<file path="src/occm_map.svh">
// register map, field positions, reset values and fixed-point layout of the
// output color correction stage; definitions only, included by bare name
`ifndef OCCM_MAP_SVH
`define OCCM_MAP_SVH

// byte offsets
`define OCCM_CTL_OFFSET      12'h9c0
`define OCCM_STATUS_OFFSET   12'h9c4
`define OCCM_MATRIX_BASE     12'h9d0
`define OCCM_MATRIX_LAST     12'h9fc
`define OCCM_RED_COEF_R      12'h9d0
`define OCCM_RED_COEF_G      12'h9d4
`define OCCM_RED_COEF_B      12'h9d8
`define OCCM_RED_CONST       12'h9dc
`define OCCM_GRN_COEF_R      12'h9e0
`define OCCM_GRN_COEF_G      12'h9e4
`define OCCM_GRN_CONST       12'h9ec
`define OCCM_BLU_COEF_R      12'h9f0
`define OCCM_BLU_COEF_G      12'h9f4
`define OCCM_BLU_COEF_B      12'h9f8
`define OCCM_BLU_CONST       12'h9fc

// field positions
`define OCCM_EN_BIT          0
`define OCCM_COEF_MSB        13
`define OCCM_CONST_MSB       14
`define OCCM_CONST_SLOT      2'h3

// reset values
`define OCCM_CTL_RESET       1'h0
`define OCCM_COEF_RESET      14'h0000
`define OCCM_CONST_RESET     15'h0000

// fixed point: coefficients carry 10 fraction bits, constants 4
`define OCCM_COEF_FRAC       10
`define OCCM_CONST_FRAC      4
`define OCCM_CONST_ALIGN     6

// pixel pipeline depth from input to output, in clock cycles
`define OCCM_LATENCY         2

`endif

</file>
<file path="src/occm_pkg.sv">
// types shared by the output color correction stage
// assumes occm_map.svh for all numeric layout
package occm_pkg;

  typedef logic [7:0]          occm_pix_t;
  typedef logic signed [13:0]  occm_coef_t;
  typedef logic signed [14:0]  occm_const_t;
  typedef logic signed [22:0]  occm_prod_t;
  typedef logic signed [25:0]  occm_sum_t;

endpackage

</file>
<file path="src/occm_channel.sv">
// one output row of the correction matrix: three products, constant, clamp
// assumes coefficients and constant stay stable or are sampled with the pixel
`timescale 1ns/1ps
`include "occm_map.svh"

module occm_channel (
  // clock and reset
  input  wire logic                  clock,
  input  wire logic                  resetn,
  // pixel in
  input  wire occm_pkg::occm_pix_t   pix_r,
  input  wire occm_pkg::occm_pix_t   pix_g,
  input  wire occm_pkg::occm_pix_t   pix_b,
  input  wire occm_pkg::occm_pix_t   raw_pix,
  input  wire logic                  corr_en,
  // row settings
  input  wire occm_pkg::occm_coef_t  coef_r,
  input  wire occm_pkg::occm_coef_t  coef_g,
  input  wire occm_pkg::occm_coef_t  coef_b,
  input  wire occm_pkg::occm_const_t row_offset,
  // result
  output occm_pkg::occm_pix_t        out_pix,
  output logic                       clamped
);

  occm_pkg::occm_prod_t  prod_r_reg;
  occm_pkg::occm_prod_t  prod_g_reg;
  occm_pkg::occm_prod_t  prod_b_reg;
  occm_pkg::occm_const_t offset_reg;
  occm_pkg::occm_pix_t   raw_reg;
  logic                  en_reg;
  occm_pkg::occm_sum_t   sum_next;
  occm_pkg::occm_pix_t   out_next;
  logic                  clamp_next;

  // stage 1: products against the pixel as unsigned, coefficients signed
  always_ff @(posedge clock) begin
    if (!resetn) begin
      prod_r_reg <= '0;
      prod_g_reg <= '0;
      prod_b_reg <= '0;
      offset_reg <= '0;
      raw_reg    <= '0;
      en_reg     <= 1'b0;
    end else begin
      prod_r_reg <= coef_r * $signed({1'b0, pix_r});  // [RULE2] [RULE3] [RULE4] [RULE5]
      prod_g_reg <= coef_g * $signed({1'b0, pix_g});
      prod_b_reg <= coef_b * $signed({1'b0, pix_b});
      offset_reg <= row_offset;
      raw_reg    <= raw_pix;
      en_reg     <= corr_en;
    end
  end

  // constant moved to ten fraction bits so it adds straight onto the products
  always_comb begin
    sum_next = 26'(prod_r_reg) + 26'(prod_g_reg) + 26'(prod_b_reg)
             + 26'($signed({offset_reg, 6'h00}));  // [RULE6] [RULE2] [RULE3] [RULE4]
    clamp_next = 1'b0;
    if (sum_next[25]) begin
      out_next   = 8'h00;  // [RULE8]
      clamp_next = 1'b1;
    end else if (sum_next[24:18] != 7'h00) begin
      out_next   = 8'hff;  // [RULE8]
      clamp_next = 1'b1;
    end else begin
      out_next = sum_next[17:10];
    end
  end

  // stage 2: corrected value or untouched pixel
  always_ff @(posedge clock) begin
    if (!resetn) begin
      out_pix <= '0;
      clamped <= 1'b0;
    end else begin
      out_pix <= en_reg ? out_next : raw_reg;  // [RULE1] [RULE8]
      clamped <= en_reg & clamp_next;
    end
  end

  // independent reference: integer arithmetic straight from the inputs
  int ref_sum;
  int ref_sat;
  always_comb begin
    ref_sum = int'(coef_r) * int'({1'b0, pix_r}) + int'(coef_g) * int'({1'b0, pix_g})
            + int'(coef_b) * int'({1'b0, pix_b}) + int'(row_offset) * 64;
    ref_sat = ref_sum < 0 ? 0 : ((ref_sum >>> 10) > 255 ? 255 : (ref_sum >>> 10));
  end
endmodule

</file>
<file path="src/occm_top.sv">
// output color correction stage of the display backend: register port plus
// a three-row matrix on the pixel stream from the blender to the timing
// controller; assumes one clock, pixels of 8 bits per component
//
// Notes on behaviour
// RULE1 - correction acts only while control bit 0 is one; zero disables it
// RULE2 - red out is red-row coefficients times red, green, blue plus red constant
// RULE3 - green out is green-row coefficients times inputs plus green constant
// RULE4 - blue out is blue-row coefficients times inputs plus blue constant
// RULE5 - coefficients are 14-bit fields in bits 13:0 with ten fraction bits
// RULE6 - constants are 15-bit fields in bits 14:0 with four fraction bits
// RULE7 - red-row coefficients sit at 0x9d0, 0x9d4, 0x9d8; other rows alike
// RULE8 - disabled passes pixels unchanged; enabled uses signed values, clamps results
//
// Implementation choice: the address-and-strobe port.
`timescale 1ns/1ps
`include "occm_map.svh"

module occm_top (
  // clock and reset
  input  wire logic               clock,
  input  wire logic               resetn,
  // register port
  input  wire logic [11:0]        reg_addr,
  input  wire logic [31:0]        reg_wdata,
  input  wire logic               reg_wr,
  input  wire logic               reg_rd,
  output logic [31:0]             reg_rdata,
  // pixels from the blender
  input  wire logic               in_valid,
  input  wire occm_pkg::occm_pix_t in_r,
  input  wire occm_pkg::occm_pix_t in_g,
  input  wire occm_pkg::occm_pix_t in_b,
  // pixels toward the timing controller
  output logic                    out_valid,
  output occm_pkg::occm_pix_t     out_r,
  output occm_pkg::occm_pix_t     out_g,
  output occm_pkg::occm_pix_t     out_b
);

  // control and matrix storage
  logic                  color_correct_enable_bit_reg;
  occm_pkg::occm_coef_t  coef_reg  [3][3];
  occm_pkg::occm_const_t const_reg [3];

  // pipeline bookkeeping
  logic [1:0]            valid_pipe_reg;
  logic [1:0]            en_pipe_reg;
  logic [2:0]            clamp_seen;

  // register decode
  logic [11:0]           matrix_off;
  logic                  matrix_hit;
  logic [1:0]            row_sel;
  logic [1:0]            slot_sel;

  occm_pkg::occm_pix_t   pix_in  [3];
  occm_pkg::occm_pix_t   pix_out [3];

  assign pix_in[0] = in_r;
  assign pix_in[1] = in_g;
  assign pix_in[2] = in_b;

  // rows step by 16 bytes, slots by 4; slot 3 of each row is its constant
  assign matrix_off = reg_addr - `OCCM_MATRIX_BASE;
  assign matrix_hit = (reg_addr >= `OCCM_MATRIX_BASE) && (reg_addr <= `OCCM_MATRIX_LAST)
                    && (reg_addr[1:0] == 2'h0);  // [RULE7]
  assign row_sel    = matrix_off[5:4];
  assign slot_sel   = matrix_off[3:2];

  // enable bit; the rest of the control word is ignored on write
  always_ff @(posedge clock) begin
    if (!resetn) begin
      color_correct_enable_bit_reg <= `OCCM_CTL_RESET;
    end else if (reg_wr && reg_addr == `OCCM_CTL_OFFSET) begin
      color_correct_enable_bit_reg <= reg_wdata[`OCCM_EN_BIT];  // [RULE1]
    end
  end

  // one generate loop builds each row's storage and its datapath
  genvar row;
  genvar col;
  generate
    for (row = 0; row < 3; row++) begin : g_row
      for (col = 0; col < 3; col++) begin : g_col
        always_ff @(posedge clock) begin
          if (!resetn) begin
            coef_reg[row][col] <= `OCCM_COEF_RESET;
          end else if (reg_wr && matrix_hit && row_sel == 2'(row)
                       && slot_sel == 2'(col)) begin
            coef_reg[row][col] <= reg_wdata[`OCCM_COEF_MSB:0];  // [RULE5] [RULE7]
          end
        end
      end

      always_ff @(posedge clock) begin
        if (!resetn) begin
          const_reg[row] <= `OCCM_CONST_RESET;
        end else if (reg_wr && matrix_hit && row_sel == 2'(row)
                     && slot_sel == `OCCM_CONST_SLOT) begin
          const_reg[row] <= reg_wdata[`OCCM_CONST_MSB:0];  // [RULE6]
        end
      end

      // the enable travels with each pixel, so a mid-frame write never
      // splits one pixel between corrected and raw components
      occm_channel u_channel (
        .clock      (clock),
        .resetn     (resetn),
        .pix_r      (in_r),
        .pix_g      (in_g),
        .pix_b      (in_b),
        .raw_pix    (pix_in[row]),
        .corr_en    (color_correct_enable_bit_reg),  // [RULE1]
        .coef_r     (coef_reg[row][0]),
        .coef_g     (coef_reg[row][1]),
        .coef_b     (coef_reg[row][2]),
        .row_offset (const_reg[row]),
        .out_pix    (pix_out[row]),
        .clamped    (clamp_seen[row])
      );
    end
  endgenerate

  assign out_r = pix_out[0];  // [RULE2]
  assign out_g = pix_out[1];  // [RULE3]
  assign out_b = pix_out[2];  // [RULE4]

  // valid and enable follow the pixel through both stages
  always_ff @(posedge clock) begin
    if (!resetn) begin
      valid_pipe_reg <= 2'h0;
      en_pipe_reg    <= 2'h0;
    end else begin
      valid_pipe_reg <= {valid_pipe_reg[0], in_valid};
      en_pipe_reg    <= {en_pipe_reg[0], color_correct_enable_bit_reg};
    end
  end

  assign out_valid = valid_pipe_reg[1];

  // read data stand in the cycle after the strobe only, zero otherwise
  always_ff @(posedge clock) begin
    if (!resetn) begin
      reg_rdata <= 32'h0000_0000;
    end else if (!reg_rd) begin
      reg_rdata <= 32'h0000_0000;
    end else if (reg_addr == `OCCM_CTL_OFFSET) begin
      reg_rdata <= {31'h0, color_correct_enable_bit_reg};
    end else if (reg_addr == `OCCM_STATUS_OFFSET) begin
      // enable as seen by the pixel leaving now, and the clamps it took
      reg_rdata <= {27'h0, clamp_seen, en_pipe_reg[1], out_valid};
    end else if (matrix_hit && slot_sel == `OCCM_CONST_SLOT) begin
      reg_rdata <= {17'h0, const_reg[row_sel]};  // [RULE6]
    end else if (matrix_hit) begin
      reg_rdata <= {18'h0, coef_reg[row_sel][slot_sel]};  // [RULE5] [RULE7]
    end else begin
      reg_rdata <= 32'h0000_0000;
    end
  end
endmodule

</file>
<file path="config.mk">
export PLATFORM = sky130hd
export DESIGN_NAME = occm_top
export DESIGN_NICKNAME = d
export VERILOG_FILES = /design/src/occm_pkg.sv /design/src/occm_channel.sv /design/src/occm_top.sv
export VERILOG_INCLUDE_DIRS = /design/src /design/src/src
export SDC_FILE = /design/constraint.sdc
export NUM_CORES = 2
export LEC_CHECK = 0
export ABC_CLOCK_PERIOD_IN_PS = 4910
export BUFFER_PORTS_ARGS = -buffer_cell sky130_fd_sc_hd__buf_4
export CORE_UTILIZATION = 40
export DETAILED_ROUTE_END_ITERATION = 8
export SLEW_MARGIN = 20
export SYNTH_ARGS = -nofsm -noshare
export SYNTH_HDL_FRONTEND = slang
export SYNTH_HIERARCHICAL = 1
export SYNTH_SLANG_ARGS = --single-unit
</file>
<file path="constraint.sdc">
create_clock -name clock -period 4.91 [get_ports clock]
set_input_delay 0.7365 -clock clock [delete_from_list [all_inputs] [get_ports clock]]
set_output_delay 0.7365 -clock clock [all_outputs]
set_load 0.03 [all_outputs]
</file>
# Yosys cells after proc, flatten, opt, wreduce, memory -nomap -nowiden
# Memory sizes are Yosys's and may differ from the RTL's. A register that Yosys moved wholly into a read port is not among the register bits.
# Cells that the tools add are included.
# word_totals
ff_bits	296
ramBits	171
inputBits	73
elab_cells	179
mem_count	2
# mem_list
name	depth	word_bits	read_ports	rd_clocked_by_memory_dff	wr	line_no	rtl
coef_reg	3	42	4	0	3	occm_top.sv:43	occm_pkg::occm_coef_t coef_reg [3][3];
const_reg	3	15	4	3	3	occm_top.sv:44	occm_pkg::occm_const_t const_reg [3];
# classes
addsub	10
multipliers	9
n_lt_le_gt_ge	3
n_eq_ne	7
muxes	71
n_bitwise	18
reduce_logical	33
# op_table
operator	count
$mul 14x9->23	9
$mux 14	12
$add 26x21->26	3
$add 24x23->25	3
$add 23x23->24	3
$mux 8	9
$mux 15	4
$mux 1	44
$bmux 14 s2	1
$eq 12x12->1 const B	2
$reduce_bool 7->1	3
$logic_and 1x1->1	20
$ge 12x12->1 const B	1
$le 12x12->1 const B	1
$or 1x1->1	12
$eq 2x2->1 const B	3
$logic_not 2->1	3
$sub 6x5->6 const B	1
$mux 5	1
$reduce_or 5->1	1
$eq 2x1->1 const B	2
$reduce_or 4->1	1
$and 1x1->1	3
$ge 3x3->1 const B	1
5 further kinds	8

# Logic depth before layout (Yosys ltp)
# depth
depth_word	10
ltp_mapped	22
depth_no_buf	21

# By module
# Netlist, hierarchy kept.
# modules_own_cells
module	n_inst	cells_per_inst	area_per_inst_um2
occm_channel (g_row[0].u_channel)	1	1960	17197.7
occm_channel (g_row[1].u_channel)	1	1970	17187.7
occm_channel (g_row[2].u_channel)	1	1975	17131.4
occm_top	1	755	8775.9

# Worst setup path after synthesis
# Ideal clock, no wire load.
# synth_timing
path_type	input port to flip-flop
start	input port in_g[2]
end	register g_row[0].u_channel.prod_g_reg[22]
setup_ps	123
t_arrival_ps	5166
t_required_ps	4787
setup_slack_ps	-379
path_stages	18
path_buffers	1
path_cell_list	clkbuf_1 nand2_1 fa_1 inv_1 fa_1 inv_1 fa_1 fa_1 inv_1 ha_1 o21a_1 o31a_1 o211ai_1 a21oi_1 o31a_1 a211oi_1 a21oi_1 mux2_1
# synth_between
elab_chain_len	1
# synth_rtl
item	line_no	rtl
start: declaration	occm_top.sv:32	input wire occm_pkg::occm_pix_t in_g,
$mul 14x9->23	occm_channel.sv:47	prod_g_reg <= coef_g * $signed({1'b0, pix_g});
end signal: assignment	occm_channel.sv:47	
end: declaration	occm_channel.sv:27	occm_pkg::occm_prod_t prod_g_reg;
# No other way between the ends.
# A chain may end at the register's enable or synchronous reset.

==> metrics.md <==
| Metric | Value |
|---|---|
| Status | complete, but fails checks |
| Violated checks | negative setup slack |
| CP Class | reg2reg |
| Sw Share | 46.4% |
| Synth warnings | 6 |
| Clk_lat worst skew | 690 ps |
| CP most frequent cell | fa_1 |
| Initial antenna violation count | 16 |
| Commonest non-fill, non-tap cell in the layout | inv_1 |
| Reg2Reg Depth | 18 |
| Top delay family on crit path | adder cells |
| Leakage power | 36.8 nW |
| Final hold viol count | 0 |
| Most frequent cells in the layout | inv_1, fa_1, buf_4 |
| GR met1 Demand/Resource | 33.5% |
| Clock network power share | 10.9% |
| Layout cells sized above 1 | 18.6% |
| H-tree depth | 2 |
| Total power | 44.2 mW |
| PortBufs | 95 |
| CP max-delay cell | edfxtp_1 |
| Core Area | 150000 um^2 |
| Worst-path clk slew | 60 ps |
| Max incr delay on CP | 560 ps |
| Unrepaired setup endpoints after global routing | yes |
| Clock skew | 57.5 ps |
| Drt wl/cell | 18.7 um |
| Post-Route WL | 179000 um |
| First-pass GRT wire length | 276000 um |
| GR Util met2 | 37.2% |
| Worst min-delay path class | in2reg |
| HPWL Detailed | 145000 um |
| Seq pwr share | 12.7% |
| P_int | 23.7 mW |
| Largest register FFs | 126 |
| Die extent in x | 390 um |
| Root buf cell | clkbuf_16 |
| # setup viols final | 2 |
| Gr busiest metal | met2 |
| GRT met3 Usage | 3.79% |
| Min Tclk post-route | 5020 ps |
| Stages on worst setup path | 18 |
| Full die area | 152000 um^2 |
| Clock tree sinks | 497 |
| Design area | 73100 um^2 |
| Clock Tree Buf Depth | 3 |
| Vias | 47200 |
| Placed instance area | 68400 um^2 |
| Fmax | 199 MHz |
| Die Y | 390 um |
| # hold bufs at CTS | 0 |
| Vias/cell | 4.92 |
| Crit share post-route | 102% |
| Hold Path Stages | 2 |
| Post-Place Setup Slack | -837 ps |
| Final WS setup | -110 ps |
| Routed Antenna Nets | 0 |
| PD cells | 604 nW/um^2 |
| WP data arrival | 5550 ps |
| DRC | 0 |
| Switching power | 20.5 mW |
| Worst hold margin | 287 ps |
| Netlist cell types | 103 |
| Final GP Congestion | 0.937 |
| Worst slew pin tran | 963 ps |
| NumNets Final | 9023 |
| Crit Path Max Fanout | 6 |
| Startpoint types | flip-flop |
| Synth async-reset ratio | 0% |
| # IOs | 130 |
| Setup crit end kind | flip-flop |
| Comb power frac | 76.5% |
| Remaining Overflow, GRT | 0 |
| Worst rel slew slack | 35.6% |
| Initial DRT Pass Iterations | 5 |
| EDFF count, synth | 171 |
| Crit path required time | 5440 ps |
| Vias in the first global route | 48200 |
| Largest net degree at the start of global routing | 62 |
| Peak supply drop | 0.334 mV |
| Initial DRC Count | 3181 |
| Ys flop type | dfxtp_1 |
| CTS buffer count | 58 |
| Mapped cell area | 60300 um^2 |
| Global Route Usage Sum | 23.6% |
| Starting Density | 40.3% |
| Seq/Total Area, Yosys | 19.3% |
| Synth Register Bits | 497 |
| Max Slew Vio Count | 0 |
| CTS tree | done |
| Max-cap violations | 0 |
| Syn Inst Count | 6660 |
| Num rows | 142 |
| CP Buf/Inv Count | 2 |
| Mean area per synthesized cell | 9.05 um^2 |
| Layout area overhead | 21.3% |
| Crit path cell chain | and2_1, fa_1, fa_1, ha_1, inv_1, fa_1, inv_1, ha_1, a21o_1, a21o_1, a2111oi_4, o31ai_2, o41ai_4, o21ai_2, o21a_1, o41ai_2, xor2_1, nor2_1 |
[worst paths after layout]
| check | startpoint | end | slack (ps) |
|---|---|---|---|
| hold / removal | in_valid | valid_pipe_reg[0] | 290 |
| setup / recovery | coef_reg[2][17] | g_row[2].u_channel/prod_g_reg[21] | -110 |
| hold reg to reg | en_pipe_reg[0] | en_pipe_reg[1] | 440 |
| setup reg to reg | coef_reg[2][17] | g_row[2].u_channel/prod_g_reg[21] | -110 |
[kinds of logic after synthesis]
kind of cell / after synthesis / share of synthesized area, %
buffers and inverters: 1806 / 11.5
other: 1 / 0.00622
adders and majority gates: 1430 / 41.3
muxes: 76 / 1.34
xor gates and xnor gates: 168 / 2.44
and+or+nand+nor: 2073 / 17.2
AOI/OAI and AO/OA: 609 / 6.95
DFF: 497 / 19.3
[routing by layer]
metal	wire length [um]	up-vias
met3	12400	237
met2	80600	1264
met4	5030	10
li1	-	22100
met1	81300	23600
met5	58	-
[cell usage after synthesis (all sizes together) (10+ instances only)]
library cell / instances / area share (%)
nor2: 378 / 2.4
fa: 930 / 31
o22ai: 12 / 0.12
nand2b: 33 / 0.34
a2111oi: 15 / 0.35
dfxtp: 326 / 11
a221o: 17 / 0.30
o21bai: 14 / 0.17
and2: 675 / 7.0
a21oi: 195 / 1.7
buf: 55 / 0.58
inv: 1622 / 10
o211ai: 16 / 0.20
mux2i: 65 / 1.1
a221oi: 13 / 0.22
or2: 10 / 0.10
nand3: 57 / 0.49
a211oi: 30 / 0.38
xor2: 84 / 1.2
ha: 500 / 10
o21ai: 117 / 1.0
xnor2: 84 / 1.2
clkbuf: 128 / 0.80
nand2: 643 / 4.0
nor2b: 34 / 0.35
nor3: 76 / 0.64
o31ai: 13 / 0.18
nor3b: 12 / 0.15
and3: 74 / 0.78
a21o: 41 / 0.52
nand4: 23 / 0.24
o21a: 30 / 0.37
edfxtp: 171 / 8.5
or3: 26 / 0.27
a31oi: 16 / 0.19
[power groups by stage]
stage               registers, mW  clock network [mW]  logic, mW
finish                       5.60                4.80       33.8
global route                 5.66                5.03       38.0
CTS                          5.63                4.89       32.2
detailed placement           5.72                   0       31.7
global placement             5.73                   0       31.3
floorplan                    5.41                   0       21.5
[layout make-up]
class / instances / area [um^2]
clock inverter: 36 / 415
clock buffer: 73 / 1680
tap: 2016 / 2520
fill: 14000 / 76600
timing repair buffer: 967 / 7720
multi-input combinational: 4373 / 43000
sequential: 497 / 11700
antenna: 9 / 22.5
inverter: 1623 / 6090
[timing repair]
action | 4_1_cts | 5_1_grt
buffers inserted | 51 | 118
resized for setup | 25 | 284
pin swaps | 23 | 218
endpoints found under the setup margin | 26 | 69
gates cloned | 0 | 2
[per-stage QoR]
| step | TNS [ps] | util [%] | instances |
|---|---|---|---|
| floorplan | -369 | - | 6676 |
| global placement | -35620 | 45.7 | 9309 |
| detailed placement | -40260 | 45.7 | 9309 |
| CTS | -106 | 47.4 | 9469 |
| global route | -2360 | 48.8 | 9587 |
| finish | -117 | 48.8 | 9594 |
No activity file was read; power rests on OpenSTA's default activity.
